$ cat config.mk
export PLATFORM = sky130hd
export DESIGN_NAME = ame_entry
export DESIGN_NICKNAME = d
export VERILOG_FILES = /design/src/ame_pkg.sv /design/src/ame_entry.sv
export SDC_FILE = /design/constraint.sdc
export NUM_CORES = 1
export LEC_CHECK = 0
export CAP_MARGIN = 25
export CORE_ASPECT_RATIO = 1.4
export CORE_MARGIN = 8
export CORE_UTILIZATION = 30
export CTS_CLUSTER_SIZE = 25
export DETAILED_ROUTE_END_ITERATION = 8
export DONT_BUFFER_PORTS = 1
export PLACE_DENSITY = 0.48
export SETUP_SLACK_MARGIN = 0.05
export SLEW_MARGIN = 10
export SYNTH_ARGS = -nofsm -noshare
export SYNTH_HDL_FRONTEND = slang
export SYNTH_SLANG_ARGS = --single-unit
$ cat constraint.sdc
create_clock -name clock -period 3.2 [get_ports clock]
set_input_delay 0.48 -clock clock [delete_from_list [all_inputs] [get_ports clock]]
set_output_delay 0.48 -clock clock [all_outputs]
set_load 0.03 [all_outputs]
$ cat src/ame_pkg.sv
package ame_pkg;
   // register indices; byte address is four times the index
   localparam logic [3:0] IDX_CONFIG  = 4'h0;
   localparam logic [3:0] IDX_MAXLEN  = 4'h1;
   localparam logic [3:0] IDX_ADDR    = 4'h2;
   localparam logic [3:0] IDX_SEQUENCE_STATE = 4'h3;
   localparam logic [3:0] IDX_ACKLEN0 = 4'h4;
   localparam logic [3:0] IDX_ACKLEN1 = 4'h5;
   localparam logic [3:0] IDX_CRC_LO  = 4'h6;
   localparam logic [3:0] IDX_CRC_HI  = 4'h7;
   localparam logic [3:0] IDX_NTX     = 4'h8;
   localparam logic [3:0] IDX_NDUP    = 4'h9;
   localparam logic [3:0] IDX_NOK     = 4'hA;
   localparam logic [3:0] IDX_NBAD    = 4'hB;
   // entry_config bit positions
   localparam int CFG_PRI    = 0;
   localparam int CFG_SEC    = 1;
   localparam int CFG_KEEP   = 2;
   localparam int CFG_AA     = 3;
   localparam int CFG_VARIABLE_LENGTH_ENABLE = 4;
   localparam int CFG_SEQFF  = 5;
   localparam int CFG_FIXLEN = 6;
   localparam logic [7:0] CFG_MASK = 8'h7F;
   // sequence_state bit positions
   localparam int SQ_VALID = 0;
   localparam int SQ_SEQ   = 1;
   localparam int SQ_ACKSQ = 3;
   localparam int SQ_PAY   = 5;
   localparam int SQ_NEXT  = 6;
   // reset values
   localparam logic [7:0]  RST_BYTE = 8'h00;
   localparam logic [15:0] RST_CRC  = 16'h0000;
   // packed configuration as seen by the link engine
   typedef struct packed {
      logic fixed_length_tx;
      logic seq_from_fifo;
      logic variable_length_enable;
      logic auto_ack_enable;
      logic keep_packet;
      logic secondary_sync_enable;
      logic primary_sync_enable;
   } ame_cfg_t;
   // events reported by the link engine, same clock
   typedef struct packed {
      logic        rx_task;
      logic        rx_done;
      logic        crc_ok;
      logic        is_ack;
      logic        tx_end;
      logic [1:0]  seq;
      logic [15:0] crc;
      logic        len_check;
      logic [7:0]  len;
      logic [1:0]  fifo_seq;
      logic        sync_secondary;
   } ame_ev_t;
endpackage

$ cat src/ame_entry.sv
`timescale 1ns/1ps
module ame_entry
   import ame_pkg::*;
(
   input  wire logic              clock,
   input  wire logic              reset,
   input  wire logic              ce,
   input  wire logic              hsel,
   input  wire logic [31:0]       haddr,
   input  wire logic [1:0]        htrans,
   input  wire logic              hwrite,
   input  wire logic [2:0]        hsize,
   input  wire logic [31:0]       hwdata,
   input  wire logic              hready,
   output logic [31:0]            hrdata,
   output logic                   hreadyout,
   output logic                   hresp,
   input  wire ame_pkg::ame_ev_t  ev,
   output ame_pkg::ame_cfg_t      cfg,
   output logic                   entry_enabled,
   output logic                   len_ok,
   output logic [1:0]             tx_seq,
   output logic                   free_packet,
   output logic                   ack_buf_sel,
   output logic [7:0]             ack_len
);
   import ame_pkg::*;

   ////////////////////////////////////////////////////////////////////
   // state
   logic [7:0]  cfg_r, cfg_nxt;
   logic [6:0]  maxlen_r, maxlen_nxt;
   logic [7:0]  addr_r, addr_nxt;
   logic        valid_r, valid_nxt;
   logic [1:0]  seq_r, seq_nxt;
   logic [1:0]  ack_sequence_number_r, ack_sequence_number_nxt;
   logic        pay_r, pay_nxt;
   logic        next_r, next_nxt;
   logic [7:0]  len0_r, len0_nxt;
   logic [7:0]  len1_r, len1_nxt;
   logic [15:0] crc_r, crc_nxt;
   logic [7:0]  ntx_r, ntx_nxt;
   logic [7:0]  ndup_r, ndup_nxt;
   logic [7:0]  nok_r, nok_nxt;
   logic [7:0]  nbad_r, nbad_nxt;
   logic        en_r, lenok_r, free_r, bufsel_r;
   logic [1:0]  txseq_r;
   logic [7:0]  acklen_r;
   logic        wr_r, rd_r, hrdy_r;
   logic [3:0]  wix_r, rix_r;
   logic [31:0] hrdata_r;

   ////////////////////////////////////////////////////////////////////
   // helpers
   function automatic logic [7:0] inc8(input logic [7:0] v, input logic up);
      inc8 = up ? 8'(v + 8'h01) : v;
   endfunction

   function automatic logic [1:0] inc2(input logic [1:0] v, input logic up);
      inc2 = up ? 2'(v + 2'h1) : v;
   endfunction

   function automatic logic length_fits(input logic [7:0] l, input logic [6:0] m,
                                        input logic var_en);
      length_fits = var_en ? (l <= {1'b0, m}) : (l == {1'b0, m});
   endfunction

   ////////////////////////////////////////////////////////////////////
   // bus address phase decode; only word offsets inside the map count
   wire        acc    = hsel & htrans[1] & hready;
   wire [3:0]  a_idx  = haddr[5:2];
   wire        a_map  = (haddr[31:6] == 26'h0) & (haddr[1:0] == 2'h0) & (a_idx <= IDX_NBAD);
   wire        wr_acc = acc & hwrite & a_map;
   wire        rd_acc = acc & ~hwrite;
   wire [7:0]  wbyte  = hwdata[7:0];

   // write strobes in the data phase
   wire we_cfg  = wr_r & (wix_r == IDX_CONFIG);
   wire we_max  = wr_r & (wix_r == IDX_MAXLEN);
   wire we_addr = wr_r & (wix_r == IDX_ADDR);
   wire we_len0 = wr_r & (wix_r == IDX_ACKLEN0);
   wire we_len1 = wr_r & (wix_r == IDX_ACKLEN1);

   ////////////////////////////////////////////////////////////////////
   // receive classification
   wire aa      = cfg_r[CFG_AA];
   wire rx_ev   = ev.rx_done & ev.rx_task;
   // a packet is new unless status is valid and both seq and crc repeat
   wire is_new  = ~valid_r | (ev.seq != seq_r) | (ev.crc != crc_r);
   wire rx_good = rx_ev & ev.crc_ok & is_new;
   wire rx_dup  = rx_ev & ev.crc_ok & ~is_new;
   wire crc_bad = ev.rx_done & ~ev.crc_ok;

   // a new packet confirms the payload carried by the previous ack
   wire entry_config    = rx_good & aa & pay_r;
   wire clr0    = entry_config & ~next_r & (len0_r != 8'h00);
   wire clr1    = entry_config & next_r & (len1_r != 8'h00);
   wire nbuf    = entry_config ? ~next_r : next_r;
   wire [7:0] nlen = nbuf ? len1_r : len0_r;

   // transmit side: ack for the current sequence, or plain end of tx
   wire tx_ack  = ev.rx_done & ~ev.rx_task & aa & ev.crc_ok & ev.is_ack
                  & (ev.seq == seq_r);
   wire tx_end  = ev.tx_end & ~ev.rx_task & ~aa;
   wire tx_fin  = tx_ack | tx_end;

   ////////////////////////////////////////////////////////////////////
   // configuration registers; bits above the field read zero
   assign cfg_nxt    = we_cfg  ? (wbyte & CFG_MASK) : cfg_r;
   assign maxlen_nxt = we_max  ? wbyte[6:0] : maxlen_r;
   assign addr_nxt   = we_addr ? wbyte : addr_r;

   // sequence state updates
   assign valid_nxt  = valid_r | rx_good;
   assign seq_nxt    = rx_good ? ev.seq : inc2(seq_r, tx_fin);
   assign ack_sequence_number_nxt = inc2(ack_sequence_number_r, rx_good & aa);
   assign pay_nxt    = (rx_good & aa) ? (nlen != 8'h00) : pay_r;
   assign next_nxt   = nbuf;
   assign crc_nxt    = rx_good ? ev.crc : crc_r;

   // ack lengths: firmware fills a free buffer, engine only clears it;
   // the two never overlap if firmware waits for zero, firmware wins if so
   assign len0_nxt = we_len0 ? wbyte : (clr0 ? 8'h00 : len0_r);
   assign len1_nxt = we_len1 ? wbyte : (clr1 ? 8'h00 : len1_r);

   // counters wrap by eight-bit arithmetic
   assign ntx_nxt  = inc8(ntx_r, entry_config | tx_fin);
   assign ndup_nxt = inc8(ndup_r, rx_dup);
   assign nok_nxt  = inc8(nok_r, rx_good | tx_ack);
   assign nbad_nxt = inc8(nbad_r, crc_bad);

   ////////////////////////////////////////////////////////////////////
   // read mux, one byte per word
   function automatic logic [7:0] rd_byte(input logic [3:0] i);
      unique case (i)
         IDX_CONFIG:  rd_byte = cfg_r;
         IDX_MAXLEN:  rd_byte = {1'b0, maxlen_r};
         IDX_ADDR:    rd_byte = addr_r;
         IDX_SEQUENCE_STATE: rd_byte = {1'b0, next_r, pay_r, ack_sequence_number_r, seq_r, valid_r};
         IDX_ACKLEN0: rd_byte = len0_r;
         IDX_ACKLEN1: rd_byte = len1_r;
         IDX_CRC_LO:  rd_byte = crc_r[7:0];
         IDX_CRC_HI:  rd_byte = crc_r[15:8];
         IDX_NTX:     rd_byte = ntx_r;
         IDX_NDUP:    rd_byte = ndup_r;
         IDX_NOK:     rd_byte = nok_r;
         IDX_NBAD:    rd_byte = nbad_r;
         default:     rd_byte = 8'h00;
      endcase
   endfunction

   ////////////////////////////////////////////////////////////////////
   // engine-facing outputs, registered
   wire en_nxt    = ev.sync_secondary ? cfg_r[CFG_SEC] : cfg_r[CFG_PRI];
   wire lenok_nxt = ev.len_check ? length_fits(ev.len, maxlen_r, cfg_r[CFG_VARIABLE_LENGTH_ENABLE])
                                 : lenok_r;
   wire [1:0] txs_nxt = cfg_r[CFG_SEQFF] ? ev.fifo_seq : seq_r;
   wire free_nxt  = tx_fin & ~cfg_r[CFG_KEEP];

   ////////////////////////////////////////////////////////////////////
   // entry state flops
   always_ff @(posedge clock) begin
      if (reset) begin
         cfg_r    <= RST_BYTE;
         maxlen_r <= 7'h00;
         addr_r   <= RST_BYTE;
         valid_r  <= 1'b0;
         seq_r    <= 2'h0;
         ack_sequence_number_r <= 2'h0;
         pay_r    <= 1'b0;
         next_r   <= 1'b0;
         len0_r   <= RST_BYTE;
         len1_r   <= RST_BYTE;
         crc_r    <= RST_CRC;
         ntx_r    <= RST_BYTE;
         ndup_r   <= RST_BYTE;
         nok_r    <= RST_BYTE;
         nbad_r   <= RST_BYTE;
      end else if (ce) begin
         cfg_r    <= cfg_nxt;
         maxlen_r <= maxlen_nxt;
         addr_r   <= addr_nxt;
         valid_r  <= valid_nxt;
         seq_r    <= seq_nxt;
         ack_sequence_number_r <= ack_sequence_number_nxt;
         pay_r    <= pay_nxt;
         next_r   <= next_nxt;
         len0_r   <= len0_nxt;
         len1_r   <= len1_nxt;
         crc_r    <= crc_nxt;
         ntx_r    <= ntx_nxt;
         ndup_r   <= ndup_nxt;
         nok_r    <= nok_nxt;
         nbad_r   <= nbad_nxt;
      end
   end

   // engine output flops
   always_ff @(posedge clock) begin
      if (reset) begin
         en_r     <= 1'b0;
         lenok_r  <= 1'b0;
         txseq_r  <= 2'h0;
         free_r   <= 1'b0;
         bufsel_r <= 1'b0;
         acklen_r <= RST_BYTE;
      end else if (ce) begin
         en_r     <= en_nxt;
         lenok_r  <= lenok_nxt;
         txseq_r  <= txs_nxt;
         free_r   <= free_nxt;
         bufsel_r <= next_nxt;
         acklen_r <= next_nxt ? len1_nxt : len0_nxt;
      end
   end

   // bus data phase; reads take one wait state so a write just before
   // a read of the same register is already visible
   always_ff @(posedge clock) begin
      if (reset) begin
         wr_r     <= 1'b0;
         rd_r     <= 1'b0;
         wix_r    <= 4'h0;
         rix_r    <= 4'h0;
         hrdy_r   <= 1'b1;
         hrdata_r <= 32'h00000000;
      end else if (ce) begin
         wr_r <= wr_acc;
         wix_r <= a_idx;
         rd_r <= rd_acc;
         if (rd_acc) begin
            rix_r <= a_map ? a_idx : 4'hF;
            hrdy_r <= 1'b0;
         end else if (rd_r) begin
            // mux evaluated at the edge, so a register that changed under
            // an unchanged index is still seen with its current value
            hrdata_r <= {24'h000000, rd_byte(rix_r)};
            hrdy_r <= 1'b1;
         end
      end
   end

   assign hrdata        = hrdata_r;
   assign hreadyout     = hrdy_r;
   assign hresp         = 1'b0;
   assign cfg           = ame_cfg_t'(cfg_r[6:0]);
   assign entry_enabled = en_r;
   assign len_ok        = lenok_r;
   assign tx_seq        = txseq_r;
   assign free_packet   = free_r;
   assign ack_buf_sel   = bufsel_r;
   assign ack_len       = acklen_r;

   ////////////////////////////////////////////////////////////////////
   // checks
   property p_entry;
      @(posedge clock) disable iff (reset)
      ce & ~ev.sync_secondary |=> entry_enabled == $past(cfg_r[CFG_PRI]);
   endproperty
   a_entry: assert property (p_entry) else $error("entry enable wrong");

   property p_free;
      @(posedge clock) disable iff (reset)
      free_packet |-> $past(cfg_r[CFG_KEEP]) == 1'b0;
   endproperty
   a_free: assert property (p_free) else $error("kept packet freed");

   property p_fixlen;
      @(posedge clock) disable iff (reset)
      ce & ev.len_check & ~cfg_r[CFG_VARIABLE_LENGTH_ENABLE] & (ev.len != {1'b0, maxlen_r})
      |=> ~len_ok;
   endproperty
   a_fixlen: assert property (p_fixlen) else $error("fixed length accepted");

   property p_maxlen;
      @(posedge clock) disable iff (reset)
      ce & we_max |=> maxlen_r == $past(hwdata[6:0]);
   endproperty
   a_maxlen: assert property (p_maxlen) else $error("max length not stored");

   property p_valid;
      @(posedge clock) disable iff (reset)
      ce & rx_good |=> valid_r & (seq_r == $past(ev.seq)) & (crc_r == $past(ev.crc));
   endproperty
   a_valid: assert property (p_valid) else $error("good rx not recorded");

   property p_dup;
      @(posedge clock) disable iff (reset)
      ce & rx_dup |=> (ndup_r == 8'($past(ndup_r) + 8'h01)) & $stable(nok_r);
   endproperty
   a_dup: assert property (p_dup) else $error("duplicate miscounted");

   property p_bad;
      @(posedge clock) disable iff (reset)
      ce & crc_bad |=> (nbad_r == 8'($past(nbad_r) + 8'h01)) & $stable(crc_r);
   endproperty
   a_bad: assert property (p_bad) else $error("crc error miscounted");

   property p_clr;
      @(posedge clock) disable iff (reset)
      ce & entry_config & ~next_r & ~we_len0 |=> (len0_r == 8'h00) & next_r;
   endproperty
   a_clr: assert property (p_clr) else $error("ack buffer not freed");

   property p_txack;
      @(posedge clock) disable iff (reset)
      ce & tx_ack |=> (seq_r == 2'($past(seq_r) + 2'h1))
                      & (ntx_r == 8'($past(ntx_r) + 8'h01));
   endproperty
   a_txack: assert property (p_txack) else $error("tx ack not counted");

   property p_rdwait;
      @(posedge clock) disable iff (reset)
      ce & rd_acc |=> ~hreadyout;
   endproperty
   a_rdwait: assert property (p_rdwait) else $error("read wait state missing");

   property p_entry_sec;
      @(posedge clock) disable iff (reset)
      ce & ev.sync_secondary |=> entry_enabled == $past(cfg_r[CFG_SEC]);
   endproperty
   a_entry_sec: assert property (p_entry_sec) else $error("secondary enable wrong");

   property p_variable_length_enable;
      @(posedge clock) disable iff (reset)
      ce & ev.len_check & cfg_r[CFG_VARIABLE_LENGTH_ENABLE] & (ev.len > {1'b0, maxlen_r}) |=> ~len_ok;
   endproperty
   a_variable_length_enable: assert property (p_variable_length_enable) else $error("long packet accepted");

   property p_txfifo;
      @(posedge clock) disable iff (reset)
      ce & cfg_r[CFG_SEQFF] |=> tx_seq == $past(ev.fifo_seq);
   endproperty
   a_txfifo: assert property (p_txfifo) else $error("fifo sequence not used");

   property p_len0_hold;
      @(posedge clock) disable iff (reset)
      ce & ~we_len0 & (len0_r == 8'h00) |=> len0_r == 8'h00;
   endproperty
   a_len0_hold: assert property (p_len0_hold) else $error("free buffer 0 filled");

   property p_len1_hold;
      @(posedge clock) disable iff (reset)
      ce & ~we_len1 & (len1_r == 8'h00) |=> len1_r == 8'h00;
   endproperty
   a_len1_hold: assert property (p_len1_hold) else $error("free buffer 1 filled");

   property p_paydone;
      @(posedge clock) disable iff (reset)
      ce & entry_config |=> (ntx_r == 8'($past(ntx_r) + 8'h01)) & (next_r != $past(next_r));
   endproperty
   a_paydone: assert property (p_paydone) else $error("payload not confirmed");

   property p_ack_sequence_number;
      @(posedge clock) disable iff (reset)
      ce & rx_good & aa |=> ack_sequence_number_r == 2'($past(ack_sequence_number_r) + 2'h1);
   endproperty
   a_ack_sequence_number: assert property (p_ack_sequence_number) else $error("ack sequence stuck");
endmodule

==> flow_summary.ini <==
[sta]
max_freq_mhz = 357
finalCritPeriodShare_pct = 87.6
fin_ws_ps = 396
rsz0062_at_grt = no
slew_headroom_pct = 51.7
fin_crit_ps = 2800
hold_violations = 0
maxSlewViolCount = 0
tns_ps = 0
setup_viol = 0
tightest_slew_ps = 724
finalClockSkew_ps = 8.46

[global_route]
grt_max_degree = 144
grt_pass1_vias = 5800
track_usage_pct = 16.7
antenna_found_initial = 0
grt_overflow = 0
grt_pass1_wl_um = 35600

[clock_network]
cts_resized = 0
post_cts_buffers = 0
ctsRootBufferMaster = clkbuf_16
clkSinkCount = 125
cts_max_path_buffers = 2
clk_pin_slew_ps = 60
clkLatencyLatePin_ps = 420
holdBufCountCts = 0
cts_tree = done
cts_made_buffers = 17
ctsHtreeMaxLevel = 4

[cells_and_area]
nets = 932
mostFrequentLayoutCell = dfxtp_1
diodes = 0
area_delta_synth_final_pct = 12.9
mostFrequentLayoutCells = 125 x dfxtp_1, 124 x nor2_1, 58 x mux2i_1
drive_gt1_share_pct = 9.50
instances_no_fill = 1127

[routing]
viasPerCell = 5.31
remaining_drc_errors = 0
ant_nets = 0
firstDrtPassIters = 6
wl_per_cell_um = 20.7
drt_iter0_drc = 312
wirelength_um = 23300
num_vias = 5979

[placement]
hpwl_um = 17900
numPortBuffers = 0
post-place-cells = 1094
gp_congestion = 0.842
place_ws_ps = 317

[synth]
avgSynthCellArea_um2 = 8.44
yosysWarningCount = 0
synth_cells = 823
synth.distinct_cells = 69
ys.flop_type = dfxtp_1
async_flop_share_pct = 0
synth-seq-cells = 125
netlist_area_um2 = 6950
ys_seq_area_share_pct = 36.0
synth_enable_flop_cells = 0

[floorplanning]
num_io_pins = 165
die_h_um = 196
die_w_um = 145
die_area_um2 = 28400
initial_core_util_pct = 30.2
coreArea_um2 = 23000
num_rows = 66

[setup_path]
cp_slowest_cell = dfxtp_1
cpPeakStageDelay_ps = 450
start_kind = flip-flop
path_class = flip-flop to flip-flop
cp_max_fo = 7
path_cells = xor2_1, nor4_4, nand4_4, o21ai_0, buf_4, nor2_1, ha_1, nor2_1, a221oi_1, a211o_1, a21oi_1
crit_path_end_kind = flip-flop
crit_path_frequent_cell = nor2_1
cp_data_arrival_time_ps = 3160
cp.required_ps = 3550

[job]
drv_cap = 0

[pwr]
peakVddDrop_v = 0.000353
power_density_nw_per_um2 = 512
p_leak_nw = 2.85

[status]
status = finished clean

[min_path]
hp-class = input pin to flip-flop
## cells by family (layout without fill, tap and decap cells)
logic type	count (synthesis)	count (layout)	share of synthesized area [%]
AOI/OAI and AO/OA	174	174	17.1
and+or+nand+nor	302	302	21.9
adders and majority gates	14	14	2.52
buffers and inverters	100	74	6.84
DFF	125	125	36.0
muxes	74	74	11.4
other	1	25	0.0540
xor gates and xnor gates	33	33	4.16
## cell usage after synthesis, types with 7 or more instances
master,count,area share [%]
dfxtp_1,125,36
nor2_1,124,6.7
mux2i_1,58,8.4
nand2_1,55,3.0
a21oi_1,50,3.6
clkbuf_1,42,2.3
buf_4,26,2.8
xor2_1,25,3.2
a211oi_1,24,2.6
inv_1,22,1.2
o21ai_0,22,1.6
nand3_1,18,1.3
nor2b_1,17,1.5
ha_1,14,2.5
a221oi_1,12,1.5
mux2_2,12,1.9
nand4_1,12,1.1
nor3_1,12,0.86
nor4_1,12,1.1
and3_1,9,0.81
a22oi_1,8,0.86
nor3b_1,8,0.86
xnor2_1,8,1.0
buf_1,7,0.38
## registers in the layout, indices dropped and copies added, names as in the netlist, 2 cells and up
register	count
crc_r	16
rix_r	4
ack_sequence_number_r	2
hrdata	8
seq_r	2
cfg_r	7
len0_r	8
ack_len	8
nbad_r	8
ntx_r	8
wix_r	4
len1_r	8
addr_r	8
maxlen_r	7
nok_r	8
tx_seq	2
ndup_r	8
## final cells by class
cell class,count,area [um^2]
clock inverters,11,188
multi-input cells,622,4070
fillers,2458,15200
well taps,306,383
flip-flops and latches,125,2500
clock buffers,21,470
repair buffers,19,146
inverters,23,86.3
## power breakdown
part	internal [mW]	total, mW	switching (mW)
Combinational	0.0821	0.222	0.140
Clock	1.44	2.15	0.712
Sequential	1.59	1.64	0.0545
## worst max-delay path, delay by kind of cell (launching register included)
kind / cells / cell delay [ps]
and+or+nand+nor: 4 / 930
AOI/OAI and AO/OA: 4 / 780
DFF: 1 / 450
adders and majority gates: 1 / 260
buffers and inverters: 1 / 180
xor gates and xnor gates: 1 / 140
## worst paths after layout
check                    startpoint                       to  slack [ps]  cells past startpoint
max           crc_r[1]$_SDFFE_PP0P_  ack_len[4]$_SDFFE_PP0P_         400                     11
min                           reset   crc_r[11]$_SDFFE_PP0P_         130                      1
min reg2reg  ndup_r[7]$_SDFFE_PP0P_   ndup_r[7]$_SDFFE_PP0P_         490                      2
max reg2reg   crc_r[1]$_SDFFE_PP0P_  ack_len[4]$_SDFFE_PP0P_         400                     11
## layer usage
layer,share of wire [%],vias up,GRT usage [%]
met1,38,2879,17.9
met5,0,-,0
li1,-,2901,-
met3,4.6,42,3.84
met4,4.0,0,8.62
met2,53,157,29.8
## metrics by stage
step	util, %	hold slack, ps	power (mW)	area [um^2]
final	34.0	134	4.01	7840
after global routing	34.0	118	4.15	7840
after CTS	34.0	139	4.06	7830
after detailed placement	31.1	481	1.90	7170
after global placement	31.1	474	1.89	7170
after floorplan	-	457	1.89	7040
Note: power is estimated with default switching activity, not from simulation.
